File: config.mk
export PLATFORM = sky130hd
export DESIGN_NAME = iac_ctrl
export DESIGN_NICKNAME = d
export VERILOG_FILES = /design/src/design/iac_pkg.sv /design/src/design/iac_sync.sv /design/src/design/iac_ctrl.sv
export SDC_FILE = /design/constraint.sdc
export NUM_CORES = 1
export LEC_CHECK = 0
export BUFFER_PORTS_ARGS = -buffer_cell sky130_fd_sc_hd__buf_2
export CAP_MARGIN = 20
export CORE_MARGIN = 3
export CORE_UTILIZATION = 28
export CTS_CLUSTER_DIAMETER = 80
export CTS_CLUSTER_SIZE = 20
export DETAILED_ROUTE_END_ITERATION = 8
export GPL_TIMING_DRIVEN = 0
export PLACE_DENSITY = 0.43
export SKIP_CTS_REPAIR_TIMING = 1
export SYNTH_ARGS = -nofsm -noshare
export SYNTH_HDL_FRONTEND = slang
export SYNTH_SLANG_ARGS = --single-unit
File: constraint.sdc
create_clock -name ref_clk -period 7.05 [get_ports ref_clk]
set_input_delay 1.41 -clock ref_clk [delete_from_list [all_inputs] [get_ports ref_clk]]
set_output_delay 1.41 -clock ref_clk [all_outputs]
set_load 0.02 [all_outputs]
File: src/design/iac_pkg.sv
// Operation
// - slave may hold SCL low, stretching low
// - 10-bit first byte starts with 11110 prefix
// - first 10-bit byte matched, write direction, ack
// - second byte full match, single ack
// - stays selected until stop, other address or nack to slave transmit
// - interrupt after first 10-bit address byte
// - repeated start, read prefix, reselected transmitter
// - unaddressed slaves ignore 10-bit read prefix
// - general call matched when enabled, slave receive
// - general call not acknowledged when disabled
// - comes up disabled, no reset request
// - one interrupt from flag and enable
// - common flag cleared only by writing one
// - transfer complete at ninth clock falling edge
// - arbitration lost on transmit bit mismatch
// - arbitration lost on receive acknowledge mismatch
// - lost on busy start, slave restart, stray stop
// - arbitration flag held until written one
// - losing master releases SDA, no stop
// - extension select picks 7 or 10 bits
package iac_pkg;
    localparam int         IAC_DIV_W      = 8;
    localparam logic [7:0] IAC_GEN_CALL   = 8'h00;
    localparam logic [7:0] IAC_BYTE_ZERO  = 8'h00;
    localparam logic [4:0] IAC_TEN_PREFIX = 5'h1e;
    localparam logic [3:0] IAC_BIT_ZERO   = 4'h0;
    localparam logic [3:0] IAC_BIT_PRE    = 4'hf;
    localparam logic [3:0] IAC_BIT_ONE    = 4'h1;
    localparam logic [3:0] IAC_BIT_LAST   = 4'h7;
    localparam logic [3:0] IAC_BIT_ACK    = 4'h8;

    typedef enum logic [3:0]
    {
        IAC_M_IDLE   = 4'h0,
        IAC_M_START  = 4'h1,
        IAC_M_HOLD   = 4'h3,
        IAC_M_LOW    = 4'h2,
        IAC_M_HIGH   = 4'h6,
        IAC_M_STOP_A = 4'h7,
        IAC_M_STOP_B = 4'h5,
        IAC_M_RS_A   = 4'h4,
        IAC_M_RS_B   = 4'hc
    } iac_mstate_type;

    typedef enum logic [1:0]
    {
        IAC_PH_IDLE  = 2'h0,
        IAC_PH_ADDR1 = 2'h1,
        IAC_PH_ADDR2 = 2'h3,
        IAC_PH_DATA  = 2'h2
    } iac_phase_type;
endpackage : iac_pkg

File: src/design/iac_sync.sv
`timescale 1ns/1ns
module iac_sync
(
    // clock and reset
    input  wire logic ref_clk,
    input  wire logic rst,
    // asynchronous line
    input  wire logic line_in,
    // synchronised level and edges
    output logic      level_q,
    output logic      rise,
    output logic      fall
);
    logic meta_q;
    logic prev_q;

    always_ff @(posedge ref_clk or posedge rst)
    begin
        if (rst)
        begin
            meta_q  <= 1'b1;
            level_q <= 1'b1;
            prev_q  <= 1'b1;
        end
        else
        begin
            meta_q  <= line_in;
            level_q <= meta_q;
            prev_q  <= level_q;
        end
    end

    assign rise = level_q & ~prev_q;
    assign fall = ~level_q & prev_q;
endmodule : iac_sync

File: src/design/iac_ctrl.sv
`timescale 1ns/1ns
module iac_ctrl
#(
    parameter int DIV_W = iac_pkg::IAC_DIV_W
)
(
    // clock and reset
    input  wire logic             ref_clk,
    input  wire logic             rst,
    // main control
    input  wire logic             module_enable,
    input  wire logic             common_interrupt_enable,
    input  wire logic             master_select,
    input  wire logic             repeat_start_req,
    input  wire logic             ack_disable,
    input  wire logic [DIV_W-1:0] baud_divider,
    // address control
    input  wire logic             general_call_enable,
    input  wire logic             address_extension_select,
    input  wire logic [2:0]       upper_address,
    input  wire logic [6:0]       own_address,
    // data register
    input  wire logic             data_wr,
    input  wire logic [7:0]       data_wr_value,
    input  wire logic             data_rd,
    output logic      [7:0]       bus_data_q,
    // write-one clears
    input  wire logic             clear_interrupt_flag,
    input  wire logic             clear_arbitration_lost,
    // status
    output logic                  common_interrupt_flag_q,
    output logic                  transfer_complete_flag_q,
    output logic                  addressed_as_slave_flag_q,
    output logic                  arbitration_lost_flag_q,
    output logic                  slave_direction_flag_q,
    output logic                  bus_busy_q,
    output logic                  irq_q,
    // bus lines
    input  wire logic             scl_in,
    input  wire logic             sda_in,
    output logic                  scl_out_q,
    output logic                  scl_oe_q,
    output logic                  sda_out_q,
    output logic                  sda_oe_q
);
    import iac_pkg::*;

    logic           scl_lvl;
    logic           scl_rise;
    logic           scl_fall;
    logic           sda_lvl;
    logic           sda_rise;
    logic           sda_fall;
    logic [3:0]     bit_cnt_q;
    logic [3:0]     bit_cnt_d;
    logic [7:0]     rx_q;
    logic [7:0]     tx_q;
    logic           rx_nack_q;
    iac_phase_type  phase_q;
    iac_phase_type  phase_d;
    logic           slv_q;
    logic           slv_tx_q;
    logic           sel10_q;
    logic           first10_q;
    logic           hit_q;
    logic           ack_q;
    logic           stretch_q;
    logic           ms_q;
    logic           after_start_q;
    logic           m_addr_q;
    logic           m_rx_q;
    iac_mstate_type m_state_q;
    iac_mstate_type m_state_d;
    logic [DIV_W-1:0] m_cnt_q;

    ////////////////////////////////////////////////////////////////////////
    // line synchronisers
    iac_sync u_scl_sync
    (
        .ref_clk (ref_clk),
        .rst     (rst),
        .line_in (scl_in),
        .level_q (scl_lvl),
        .rise    (scl_rise),
        .fall    (scl_fall)
    );

    iac_sync u_sda_sync
    (
        .ref_clk (ref_clk),
        .rst     (rst),
        .line_in (sda_in),
        .level_q (sda_lvl),
        .rise    (sda_rise),
        .fall    (sda_fall)
    );

    ////////////////////////////////////////////////////////////////////////
    // framing and address decode
    wire en          = module_enable;
    wire start_det   = sda_fall & scl_lvl;
    wire stop_det    = sda_rise & scl_lvl;
    wire framing     = phase_q != IAC_PH_IDLE;
    wire in_bits     = bit_cnt_q < IAC_BIT_ACK;
    wire at_ack      = bit_cnt_q == IAC_BIT_ACK;
    wire eighth_fall = scl_fall & framing & (bit_cnt_q == IAC_BIT_LAST);
    wire byte_fall   = scl_fall & framing & at_ack;
    wire m_idle      = m_state_q == IAC_M_IDLE;
    wire [7:0] own_low8 = {upper_address[0], own_address};
    wire ten_hdr     = (rx_q[7:3] == IAC_TEN_PREFIX) & (rx_q[2:1] == upper_address[2:1]);
    wire gc_hit      = general_call_enable & (rx_q == IAC_GEN_CALL);
    wire seven_hit   = ~address_extension_select & (rx_q[7:1] == own_address);
    wire ten_first   = address_extension_select & ten_hdr & ~rx_q[0];
    wire ten_read    = address_extension_select & ten_hdr & rx_q[0] & sel10_q;
    wire ten_second  = first10_q & (rx_q == own_low8);
    wire full1       = m_idle & (gc_hit | seven_hit | ten_read);
    wire tx_sel1     = ten_read | (seven_hit & rx_q[0]);
    wire ack1        = full1 | (m_idle & ten_first);
    wire ack2        = m_idle & ten_second;
    wire ack_data    = slv_q & ~slv_tx_q;
    wire ack_next    = (phase_q == IAC_PH_ADDR1) ? ack1 :
                       (phase_q == IAC_PH_ADDR2) ? ack2 : ack_data;

    // the start's own scl fall wraps the count to zero
    assign bit_cnt_d = ~en ? IAC_BIT_ZERO :
                       start_det ? IAC_BIT_PRE :
                       (scl_fall & framing) ? (at_ack ? IAC_BIT_ZERO : bit_cnt_q + IAC_BIT_ONE) :
                       bit_cnt_q;
    assign phase_d   = (~en | stop_det) ? IAC_PH_IDLE :
                       start_det ? IAC_PH_ADDR1 :
                       ~byte_fall ? phase_q :
                       (phase_q == IAC_PH_ADDR1 & first10_q) ? IAC_PH_ADDR2 :
                       (phase_q == IAC_PH_IDLE) ? IAC_PH_IDLE : IAC_PH_DATA;

    ////////////////////////////////////////////////////////////////////////
    // bit engine
    always_ff @(posedge ref_clk or posedge rst)
    begin
        if (rst)
        begin
            bit_cnt_q <= IAC_BIT_ZERO;
            phase_q   <= IAC_PH_IDLE;
            rx_q      <= IAC_BYTE_ZERO;
            rx_nack_q <= 1'b1;
        end
        else
        begin
            bit_cnt_q <= bit_cnt_d;
            phase_q   <= phase_d;
            if (scl_rise & framing & in_bits)
                rx_q <= {rx_q[6:0], sda_lvl};
            if (scl_rise & framing & at_ack)
                rx_nack_q <= sda_lvl;
        end
    end

    always_ff @(posedge ref_clk or posedge rst)
    begin
        if (rst)
            tx_q <= IAC_BYTE_ZERO;
        else if (data_wr)
            tx_q <= data_wr_value;
        else if (scl_fall & framing & (bit_cnt_q < IAC_BIT_LAST))
            tx_q <= {tx_q[6:0], 1'b0};
    end

    ////////////////////////////////////////////////////////////////////////
    // slave selection
    always_ff @(posedge ref_clk or posedge rst)
    begin
        if (rst)
        begin
            slv_q     <= 1'b0;
            slv_tx_q  <= 1'b0;
            sel10_q   <= 1'b0;
            first10_q <= 1'b0;
            hit_q     <= 1'b0;
            ack_q     <= 1'b0;
        end
        else if (~en | stop_det)
        begin
            slv_q     <= 1'b0;
            slv_tx_q  <= 1'b0;
            sel10_q   <= 1'b0;
            first10_q <= 1'b0;
            hit_q     <= 1'b0;
            ack_q     <= 1'b0;
        end
        else if (eighth_fall)
        begin
            ack_q <= ack_next;
            if (phase_q == IAC_PH_ADDR1)
            begin
                slv_q     <= full1;
                slv_tx_q  <= full1 & tx_sel1;
                sel10_q   <= m_idle & ten_read;
                first10_q <= m_idle & ten_first;
                hit_q     <= full1;
            end
            else if (phase_q == IAC_PH_ADDR2)
            begin
                slv_q     <= ack2;
                slv_tx_q  <= 1'b0;
                sel10_q   <= ack2;
                first10_q <= 1'b0;
                hit_q     <= ack2;
            end
        end
        else if (byte_fall)
        begin
            ack_q <= 1'b0;
            hit_q <= 1'b0;
            if (slv_tx_q & rx_nack_q & phase_q == IAC_PH_DATA)
                slv_q <= 1'b0;
        end
    end

    ////////////////////////////////////////////////////////////////////////
    // flags and interrupt
    wire involved  = ~m_idle | slv_q | ack_q;
    wire svc       = data_wr | data_rd;
    wire tcf_set   = byte_fall & involved;
    wire aas_set   = byte_fall & hit_q;
    wire st_set    = byte_fall & m_idle & (ack_q | (slv_q & slv_tx_q & ~rx_nack_q));
    wire ms_rise   = master_select & ~ms_q;
    wire m_run     = (m_state_q == IAC_M_LOW) | (m_state_q == IAC_M_HIGH);
    wire m_txing   = m_addr_q | ~m_rx_q;
    wire m_low_bit = in_bits ? (m_txing & ~tx_q[7]) : (~m_txing & ~ack_disable);
    wire arb_bit   = scl_rise & m_run & ~m_low_bit & ~sda_lvl &
                     ((in_bits & m_txing) | (at_ack & ~m_txing));
    wire arb_start = ms_rise & bus_busy_q;
    wire arb_rs    = repeat_start_req & m_idle;
    wire arb_stop  = stop_det & ~m_idle;
    wire arb_evt   = en & (arb_bit | arb_start | arb_rs | arb_stop);
    wire tcf_d     = tcf_set | (transfer_complete_flag_q & ~svc);
    wire aas_d     = aas_set | (addressed_as_slave_flag_q & ~(data_wr | start_det));
    wire arb_d     = arb_evt | (arbitration_lost_flag_q & ~clear_arbitration_lost);
    wire if_d      = tcf_set | aas_set | arb_evt |
                     (common_interrupt_flag_q & ~clear_interrupt_flag);
    wire st_d      = en & ~stop_det & (st_set | (stretch_q & ~svc));

    always_ff @(posedge ref_clk or posedge rst)
    begin
        if (rst)
        begin
            transfer_complete_flag_q  <= 1'b0;
            addressed_as_slave_flag_q <= 1'b0;
            arbitration_lost_flag_q   <= 1'b0;
            common_interrupt_flag_q   <= 1'b0;
            irq_q                     <= 1'b0;
            stretch_q                 <= 1'b0;
        end
        else
        begin
            transfer_complete_flag_q  <= tcf_d;
            addressed_as_slave_flag_q <= aas_d;
            arbitration_lost_flag_q   <= arb_d;
            common_interrupt_flag_q   <= if_d;
            irq_q                     <= if_d & common_interrupt_enable;
            stretch_q                 <= st_d;
        end
    end

    always_ff @(posedge ref_clk or posedge rst)
    begin
        if (rst)
        begin
            slave_direction_flag_q <= 1'b0;
            bus_data_q             <= IAC_BYTE_ZERO;
            bus_busy_q             <= 1'b0;
        end
        else
        begin
            if (byte_fall & hit_q)
                slave_direction_flag_q <= slv_tx_q;
            if (byte_fall)
                bus_data_q <= rx_q;
            if (~en | stop_det)
                bus_busy_q <= 1'b0;
            else if (start_det)
                bus_busy_q <= 1'b1;
        end
    end

    ////////////////////////////////////////////////////////////////////////
    // master sequencer
    wire m_tick  = m_cnt_q >= baud_divider;
    wire m_wait  = (m_state_q == IAC_M_HIGH) | (m_state_q == IAC_M_STOP_B) | (m_state_q == IAC_M_RS_B);
    wire m_go    = data_wr | (data_rd & m_rx_q & ~m_addr_q);
    wire h_tick  = m_tick & scl_lvl;

    always_comb
    begin
        m_state_d = m_state_q;
        case (m_state_q)
            IAC_M_IDLE:
                if (ms_rise & ~bus_busy_q)
                    m_state_d = IAC_M_START;
            IAC_M_START:
                if (m_tick)
                    m_state_d = IAC_M_HOLD;
            IAC_M_HOLD:
                if (~master_select)
                    m_state_d = IAC_M_STOP_A;
                else if (repeat_start_req)
                    m_state_d = IAC_M_RS_A;
                else if (m_go)
                    m_state_d = IAC_M_LOW;
            IAC_M_LOW:
                if (m_tick)
                    m_state_d = IAC_M_HIGH;
            IAC_M_HIGH:
                if (h_tick)
                    m_state_d = at_ack ? IAC_M_HOLD : IAC_M_LOW;
            IAC_M_STOP_A:
                if (m_tick)
                    m_state_d = IAC_M_STOP_B;
            IAC_M_STOP_B:
                if (h_tick)
                    m_state_d = IAC_M_IDLE;
            IAC_M_RS_A:
                if (m_tick)
                    m_state_d = IAC_M_RS_B;
            IAC_M_RS_B:
                if (h_tick)
                    m_state_d = IAC_M_START;
            default:
                m_state_d = IAC_M_IDLE;
        endcase
        if (~en | arb_evt)
            m_state_d = IAC_M_IDLE;
    end

    always_ff @(posedge ref_clk or posedge rst)
    begin
        if (rst)
        begin
            m_state_q <= IAC_M_IDLE;
            m_cnt_q   <= '0;
            ms_q      <= 1'b0;
        end
        else
        begin
            m_state_q <= m_state_d;
            ms_q      <= master_select;
            // high phase counts only once the line is seen high
            if ((m_state_d != m_state_q) | (m_wait & ~scl_lvl))
                m_cnt_q <= '0;
            else if (~m_tick)
                m_cnt_q <= m_cnt_q + 1'b1;
        end
    end

    always_ff @(posedge ref_clk or posedge rst)
    begin
        if (rst)
        begin
            after_start_q <= 1'b0;
            m_addr_q      <= 1'b0;
            m_rx_q        <= 1'b0;
        end
        else if (m_state_q == IAC_M_START)
        begin
            after_start_q <= 1'b1;
            m_addr_q      <= 1'b1;
        end
        else
        begin
            if (m_state_q == IAC_M_LOW)
                after_start_q <= 1'b0;
            if (m_state_q == IAC_M_HIGH & m_state_d == IAC_M_HOLD)
                m_addr_q <= 1'b0;
            if (m_state_q == IAC_M_HOLD & m_addr_q & data_wr)
                m_rx_q <= data_wr_value[0];
        end
    end

    ////////////////////////////////////////////////////////////////////////
    // line drivers
    wire m_scl_low = (m_state_q == IAC_M_HOLD) | (m_state_q == IAC_M_LOW) |
                     (m_state_q == IAC_M_STOP_A) | (m_state_q == IAC_M_RS_A);
    wire m_sda_low = (m_state_q == IAC_M_START) | (m_state_q == IAC_M_STOP_A) |
                     (m_state_q == IAC_M_STOP_B) |
                     ((m_state_q == IAC_M_HOLD) & (after_start_q | m_low_bit)) |
                     (m_run & m_low_bit);
    wire s_low     = in_bits ? (slv_q & slv_tx_q & (phase_q == IAC_PH_DATA) & ~tx_q[7]) : ack_q;

    always_ff @(posedge ref_clk or posedge rst)
    begin
        if (rst)
        begin
            scl_oe_q  <= 1'b0;
            sda_oe_q  <= 1'b0;
            scl_out_q <= 1'b0;
            sda_out_q <= 1'b0;
        end
        else
        begin
            scl_oe_q  <= en & (m_scl_low | stretch_q);
            sda_oe_q  <= en & (m_sda_low | s_low);
            scl_out_q <= 1'b0;
            sda_out_q <= 1'b0;
        end
    end
endmodule : iac_ctrl

## After elaboration in Yosys (flattened, before gate mapping)

Index checks and enable logic that the tools add are counted.

| word-level totals | value |
|---|---|
| flip-flop bits (word level) | 69 |
| input port bits | 41 |
| output and inout bits | 19 |
| logic and storage cells | 270 |

| operators by class | value |
|---|---|
| add/subtract/negate cells | 2 |
| magnitude comparators | 3 |
| equal/unequal tests | 22 |
| mux-type cells | 58 |
| bitwise gates (word level) | 134 |
| reduce and logical (&&, ||, !) cells | 17 |

Operators with widths:

| cell | number |
|---|---|
| AND 1 bit | 72 |
| two-way mux 4 bit | 16 |
| OR 1 bit | 38 |
| one-hot mux 4 bit (9 select lines) | 1 |
| two-way mux 1 bit | 32 |
| two-way mux 8 bit | 4 |
| inverter 1 bit | 24 |
| == test 4 x 3 -> 1 bit, second input constant | 5 |
| == test 4 x 2 -> 1 bit, second input constant | 3 |
| nonzero test 2 bit | 6 |
| nonzero test 3 bit | 4 |
| two-way mux 2 bit | 5 |
| adder 8 x 1 -> 8 bit, second input constant | 1 |
| == test 4 bit, second input constant | 2 |
| == test 8 bit | 1 |
| >= comparator 8 bit | 1 |
| zero test 8 bit | 1 |
| == test 7 bit | 1 |
| AND reduction 2 bit | 3 |
| == test 5 bit, second input constant | 1 |
| adder 4 x 1 -> 4 bit, second input constant | 1 |
| == test 2 bit, second input constant | 2 |
| == test 4 x 1 -> 1 bit, second input constant | 1 |
| zero test 4 bit | 1 |
| 10 further kinds | 10 |

## Logic depth before layout (Yosys ltp)

Gate-level depths: netlist of run 1.

| logic depth | value |
|---|---|
| depth in word-level cells | 19 |
| gate-level depth with buffers | 10 |
| depth with buffers taken out | 9 |

## By module

From an unflattened synthesis of run 1, not the netlist that was laid out.

| second synthesis, totals | value |
|---|---|
| cells, all modules | 431 |
| area, all modules | 3960.0 um^2 |

Modules (own cells, without submodules):

| module | instances | cells an instance | area each (um^2) |
|---|---|---|---|
| iac_ctrl | 1 | 419 | 3764.9 |
| iac_sync | 2 | 6 | 97.6 |

## Least setup slack after synthesis of run 1

OpenSTA, ideal clock, no wires.

| timing | value |
|---|---|
| kind | in2reg |
| start | input baud_divider[0] |
| end | register m_cnt_q[1] |
| arrival | 3.336 ns |
| required time | 6.976 ns |
| slack | 3.640 ns |
| stages on the path | 9 |
| buffers on the path | 1 |
| path through | ha_1 nand2b_1 a2111oi_2 o21a_1 buf_2 o2111ai_1 a41oi_1 nand4_4 a21oi_2 |

| on the way | value |
|---|---|
| longest elaborated chain between the ends | 8 |

RTL lines:

| what | RTL line | RTL |
|---|---|---|
| start: declaration | iac_ctrl.sv:16 | `input wire logic [DIV_W-1:0] baud_divider,` |
| >= comparator 8 bit (*) | iac_ctrl.sv:287 | `wire m_tick = m_cnt_q >= baud_divider;` |
| AND 1 bit | iac_ctrl.sv:290 | `wire h_tick = m_tick & scl_lvl;` |
| two-way mux 4 bit (on tied branches) | iac_ctrl.sv:325, iac_ctrl.sv:313, iac_ctrl.sv:319 |  |
| one-hot mux 4 bit (9 select lines) | iac_ctrl.sv:295 | `case (m_state_q)` |
| two-way mux 4 bit | iac_ctrl.sv:330 | `if (~en \| arb_evt)` |
| inequality test 4 bit | iac_ctrl.sv:347 | `if ((m_state_d != m_state_q) \| (m_wait & ~scl_lvl))` |
| OR 1 bit | iac_ctrl.sv:347 |  |
| inequality test 2 x 1 -> 1 bit (no line) or two-way mux 8 bit (tied branches) | - |  |
| end signal: assignment | iac_ctrl.sv:350 | `m_cnt_q <= m_cnt_q + 1'b1;` |
| end: declaration | iac_ctrl.sv:74 | `logic [DIV_W-1:0] m_cnt_q;` |

Every way passes the cells marked *; elsewhere a longest branch is shown, timed or not.
A chain may end at the register's enable or synchronous reset.

## Final worst setup path of run 1

| timing | value |
|---|---|
| start | input baud_divider[2] |
| end | register m_cnt_q[1] |

Same word-level chain as after synthesis.

==> results of run 1 <==
power by group through the flow:
stage / registers, uW / clock network [uW] / logic (uW)
floorplan: 457 / 0 / 130
global placement: 462 / 0 / 180
detailed placement: 462 / 0 / 183
CTS: 455 / 487 / 184
global route: 461 / 500 / 208
finish: 455 / 467 / 181
cells by family (layout without fill, tap and decap cells):
| group | Yosys count | in the layout | share of synthesized area [%] |
|---|---|---|---|
| AOI/OAI and AO/OA | 91 | 91 | 15.3 |
| xor gates and xnor gates | 27 | 27 | 5.88 |
| adders and majority gates | 11 | 11 | 3.42 |
| buffers and inverters | 44 | 118 | 4.79 |
| DFF | 69 | 69 | 43.1 |
| muxes | 29 | 29 | 7.96 |
| other | 1 | 2 | 0.0932 |
| and+or+nand+nor | 152 | 152 | 19.4 |
through the flow:
step | util (%) | area, um^2 | cells
global placement | 32.4 | 4540 | 662
floorplan | - | 4030 | 425
CTS | 34.8 | 4870 | 679
finish | 34.8 | 4870 | 679
global route | 34.8 | 4870 | 679
detailed placement | 32.6 | 4570 | 663
worst reg2reg max path, delay by kind of cell (launching register included):
family	cells	cell delay, ns
flops	1	0.43
compound gates	5	1.62
fa+ha+maj	1	0.30
simple gates	2	0.42
worst paths after layout:
path / to / depth (start not counted) / start / slack [ns]
setup / recovery: m_cnt_q[1]$_DFFE_PP0P_ / 10 / baud_divider[2] / 3.50
hold / removal: u_sda_sync.level_q$_DFF_PP1_ / 0 / u_sda_sync.meta_q$_DFF_PP1_ / 0.35
setup reg to reg: m_cnt_q[1]$_DFFE_PP0P_ / 8 / m_cnt_q[2]$_DFFE_PP0P_ / 4.22
hold reg to reg: u_sda_sync.level_q$_DFF_PP1_ / 0 / u_sda_sync.meta_q$_DFF_PP1_ / 0.35
max in group asynchronous: u_scl_sync.prev_q$_DFF_PP1_ / 3 / rst / 5.41
min in group asynchronous: sda_oe_q$_DFF_PP0_ / 2 / rst / 1.04
sequential cells by signal (all words and copies together) (netlist names), 2 cells and up:
| name | count |
|---|---|
| m_state_q | 4 |
| rx_q | 8 |
| bus_data_q | 8 |
| m_cnt_q | 8 |
| tx_q | 8 |
| bit_cnt_q | 4 |
| phase_q | 2 |
synthesized netlist by cell type (9+ instances only):
cell type	number	area, um^2
a21oi_1	21	105
clkbuf_1	14	52.6
dfrtp_1	62	1550
ha_1	11	138
inv_1	21	78.8
mux2_2	20	225
nand2_1	46	173
nand3_1	10	50.1
nand3b_1	9	67.6
nor2_1	39	146
o21ai_0	30	150
xnor2_1	19	166
final cells by class:
cell class / instances / area, um^2
buffer: 22 / 110
clock buffer: 12 / 256
clock inverter: 4 / 47.5
fill: 1494 / 9120
inverter: 22 / 85.1
multi-input combinational: 312 / 2100
sequential: 69 / 1740
tap: 180 / 225
timing repair buffer: 58 / 313
per-layer routing:
| layer | share of wire, % | up-vias |
|---|---|---|
| met5 | 0 | - |
| met4 | 2.3 | 0 |
| met3 | 3.2 | 11 |
| met2 | 47 | 66 |
| met1 | 47 | 1567 |
| li1 | - | 1633 |
==> impl_metrics.json, run 1 <==
{
  "synth.distinct_cells": 62,
  "fin_worst_skew_ns": 0.0107,
  "crit_top_cell": "o21ai_0",
  "vias": 3277,
  "synth_edf_count": 0,
  "tritoncts": "done",
  "area_growth_pct": 21.1,
  "syn_inst": 424,
  "ys.warnings.count": 0,
  "post-dp-hpwl_mm": 7.67,
  "wl_per_cell_um": 15.4,
  "io_buffers": 57,
  "worst_slew_pin_slew_ns": 0.918,
  "ios": 60,
  "cap_violations": 0,
  "syn_avg_cell_area_um2": 9.49,
  "p_leak_uw": 0.00227,
  "setup_viol": 0,
  "overflow": 0,
  "nNetsFinal": 546,
  "drc_errors": 0,
  "ys.flop_type": "dfrtp_1",
  "timing.critical_path.cells": "buf_2 -> inv_1 -> ha_1 -> o21ai_0 -> a211o_1 -> o21ai_0 -> nand4_1 -> a41oi_1 -> nand4_4 -> a21oi_2",
  "wl_mm": 10.4,
  "cts.sink_count": 69,
  "use_met3_pct": 2.33,
  "clkSlewWorstSetupHoldPaths_ns": 0.06,
  "clockBufferDepth": 2,
  "clk_latency_ns": 0.35,
  "fin_tns_setup_ns": 0,
  "ir_drop_mv": 0.0792,
  "grt_pass1_vias": 3268,
  "drv_slew": 0,
  "start_util_pct": 28.8,
  "coreArea_um2": 14000,
  "finalCritPeriodShare_pct": 50.4,
  "grt.busiest_layer": "met2",
  "final-hold-violation-count": 0,
  "startpoint_type": "primary input",
  "rows": 43,
  "cts_buffers": 9,
  "fin_hold_ws_ns": 0.355,
  "syn_area_um2": 4020,
  "synth_seq_area_share_pct": 43.1,
  "power_frac_clock_pct": 42.3,
  "setup.worst_path.end_class": "flop",
  "ys_ff_latch": 69,
  "die_y_um": 126,
  "run_status": "complete, no violations",
  "gp_congestion": 0.897,
  "power_uw": 1100,
  "p_per_area_nw_per_um2": 226,
  "async_reset_ff_share_pct": 100,
  "power.switching_uw": 304,
  "hold_path_class": "flop to flop",
  "rsz0062_at_grt": "false",
  "grt_start_max_net_pins": 47,
  "period_needed_ns": 3.55,
  "cts-htree-levels": 3,
  "sw_frac_of_total_pct": 27.6,
  "worstSetupPathType": "primary input to flop",
  "grt.met1_usage_pct": 18.4,
  "relSlewSlack_pct": 37.2,
  "worst-path-buf-inv": 2,
  "cts_root_buffer": "clkbuf_16",
  "most-common-layout-cells": "dfrtp_1 (62), buf_2 (61), nand2_1 (46)",
  "comb_power_share_pct": 16.4,
  "critical-path-top-delay-family": "compound AO/OA/AOI/OAI gates",
  "preCtsSetupSlack_ns": 3.11,
  "n_antenna_cell": 0,
  "use_met2_pct": 21.2,
  "die_width_um": 126,
  "drtPass1Iterations": 4,
  "drtIter0Drc": 216,
  "drive_above_1_share_pct": 24.0,
  "grtUsageTotal_pct": 13.6,
  "layout_commonest_cell": "dfrtp_1",
  "arrival_ns": 3.82,
  "internal-power_uw": 799,
  "seqPwrFrac_pct": 41.3,
  "slowest_stage": "o21ai_0",
  "required_ns": 7.32,
  "worstPathMaxFanout": 8,
  "antenna_found_initial": 0,
  "viasPerCell": 4.83,
  "ant_nets": 0,
  "finalWorstSetupSlack_ns": 3.50,
  "timing.fmax_ghz": 0.282,
  "grt_first_pass_wirelength_mm": 17.2,
  "crit_path_max_incr_delay_ns": 0.68,
  "dieArea_um2": 15800
}
(Power assumes the default switching activity.)
==> inputs of run 2 (changes only) <==
--- a/config.mk
+++ b/config.mk
@@ -13,7 +13,7 @@
 export CTS_CLUSTER_SIZE = 20
 export DETAILED_ROUTE_END_ITERATION = 8
 export GPL_TIMING_DRIVEN = 0
-export PLACE_DENSITY = 0.43
+export PLACE_DENSITY = 0.45
 export SKIP_CTS_REPAIR_TIMING = 1
 export SYNTH_ARGS = -nofsm -noshare
 export SYNTH_HDL_FRONTEND = slang
==> constraint.sdc (replaced) <==
create_clock -name ref_clk -period 3.08 [get_ports ref_clk]
set_input_delay 0.616 -clock ref_clk [delete_from_list [all_inputs] [get_ports ref_clk]]
set_output_delay 0.616 -clock ref_clk [all_outputs]
set_load 0.02 [all_outputs]
==> impl_metrics.json, run 2 (synthesis results as in run 1) <==
{
  "ir_drop_mv": 0.260,
  "p_per_area_nw_per_um2": 508,
  "r2r_slack_ns": 0.43,
  "wl_per_cell_um": 15.2,
  "clkSlewWorstSetupHoldPaths_ns": 0.06,
  "viasPerCell": 4.88,
  "fin_worst_skew_ns": 0.00951,
  "worst_slew_pin_slew_ns": 0.681,
  "die_width_um": 126,
  "area_growth_pct": 21.0,
  "worstSetupPathType": "flop to flop",
  "hold_path_class": "primary input to async pin",
  "rsz0062_at_grt": "false",
  "most-common-layout-cells": "dfrtp_1 (62), buf_2 (61), nand2_1 (46)",
  "drtIter0Drc": 163,
  "dieArea_um2": 15800,
  "cts-htree-levels": 3,
  "design_area_um2": 4870,
  "r2r_start": "m_cnt_q[0]$_DFFE_PP0P_",
  "comb_power_share_pct": 17.5,
  "vias": 3320,
  "timing.fmax_ghz": 0.377,
  "sw_frac_of_total_pct": 27.9,
  "preCtsSetupSlack_ns": -0.0431,
  "grt_start_max_net_pins": 46,
  "drc_errors": 0,
  "power_frac_clock_pct": 40.2,
  "grt_first_pass_wirelength_mm": 17.2,
  "grt_pass1_vias": 3404,
  "final-hold-violation-count": 0,
  "gp_congestion": 0.828,
  "io_buffers": 57,
  "required_ns": 3.35,
  "rows": 43,
  "r2r_end": "m_cnt_q[2]$_DFFE_PP0P_",
  "drtPass1Iterations": 4,
  "relSlewSlack_pct": 54.4,
  "setup.worst_path.end_class": "flop",
  "start_util_pct": 28.8,
  "period_needed_ns": 2.65,
  "post-dp-hpwl_mm": 7.59,
  "fin_hold_ws_ns": 0.248,
  "drive_above_1_share_pct": 23.6,
  "ios": 60,
  "seqPwrFrac_pct": 42.3,
  "wl_mm": 10.3,
  "die_y_um": 126,
  "internal-power_uw": 1780,
  "drv_slew": 0,
  "power_uw": 2470,
  "clockBufferDepth": 2,
  "rr_worst_depth": 10,
  "post_dp_cell_area_um2": 4570,
  "n_antenna_cell": 0,
  "finalCritPeriodShare_pct": 86.0,
  "antenna_found_initial": 0,
  "cts_root_buffer": "clkbuf_16",
  "overflow": 0,
  "grtUsageTotal_pct": 13.5,
  "nNetsFinal": 547,
  "coreArea_um2": 14000,
  "startpoint_type": "flop",
  "run_status": "complete, no violations",
  "worstPathMaxFanout": 9,
  "finalWorstSetupSlack_ns": 0.431,
  "ant_nets": 0,
  "power.switching_uw": 690,
  "tritoncts": "done",
  "p_leak_uw": 0.00226,
  "setup_viol": 0,
  "cts.sink_count": 69,
  "cap_violations": 0,
  "arrival_ns": 2.92,
  "clk_latency_ns": 0.35,
  "cts_buffers": 9,
  "nFillCells": 1491,
  "layout_commonest_cell": "dfrtp_1"
}
## run 2: cell types whose count changed in the layout (fill, tap and decap cells not counted)
cell,change
a2111oi_4,+1
o21ai_1,+1
bufinv_16,-1
buf_1,+1
clkbuf_8,+1
o21ai_0,-1
a2111oi_2,-1
clkbuf_1,+2
clkinvlp_4,-1
clkinv_2,-1
## run 2: final cells by class
type	instances	area (um^2)	share of cell area [%]
clock buffers	15	278	5.71
repair buffers	59	317	6.51
plain buffers	22	110	2.26
inverters	22	85.1	1.75
multi-input cells	312	2110	43.4
clock inverters	1	5.00	0.103
flip-flops and latches	69	1740	35.7
well taps	180	225	4.63
## run 2: power groups by stage
stage / Combinational (uW) / Clock [uW] / Sequential [uW]
2_1_floorplan: 299 / 0 / 1050
3_3_place_gp: 409 / 0 / 1060
3_5_place_dp: 420 / 0 / 1060
4_1_cts: 423 / 1020 / 1040
5_1_grt: 499 / 1060 / 1050
6_report: 433 / 994 / 1040
## run 2: layer usage
layer,global-route usage (%),part of all wire [%]
met1,16.5,44
met5,0,0
met2,22.8,50
met3,3.14,3.1
met4,6.06,2.8
## run 2: worst max-delay path by stage
stage                           start                     end  slack, ns  depth (start not counted)
6_report       m_cnt_q[0]$_DFFE_PP0P_  m_cnt_q[2]$_DFFE_PP0P_       0.43                         10
5_1_grt        m_cnt_q[0]$_DFFE_PP0P_  m_cnt_q[2]$_DFFE_PP0P_       0.13                         10
4_1_cts        m_cnt_q[2]$_DFFE_PP0P_  m_cnt_q[2]$_DFFE_PP0P_       0.19                          8
3_5_place_dp          baud_divider[2]  m_cnt_q[3]$_DFFE_PP0P_      -0.04                         10
3_3_place_gp                      rst  m_cnt_q[4]$_DFFE_PP0P_      -0.38                          2
2_1_floorplan         baud_divider[0]  m_cnt_q[1]$_DFFE_PP0P_       0.46                          9
## run 2: stage by stage
stage	setup TNS, ns	cells	util (%)
after global routing	0	680	34.8
after detailed placement	-0.272	664	32.7
after CTS	0	680	34.7
final	0	680	34.8
after global placement	-23.71	662	32.4
after floorplan	0	425	-
## run 2: critical path, cell delays in order, from the launching register on
cell	delay, ns
dfrtp_1	0.40
inv_1	0.06
ha_1	0.26
nand2b_1	0.19
a2111oi_4	0.45
o21a_1	0.17
buf_2	0.21
o2111ai_1	0.14
a41oi_1	0.33
nand4_4	0.21
nor2_1	0.15
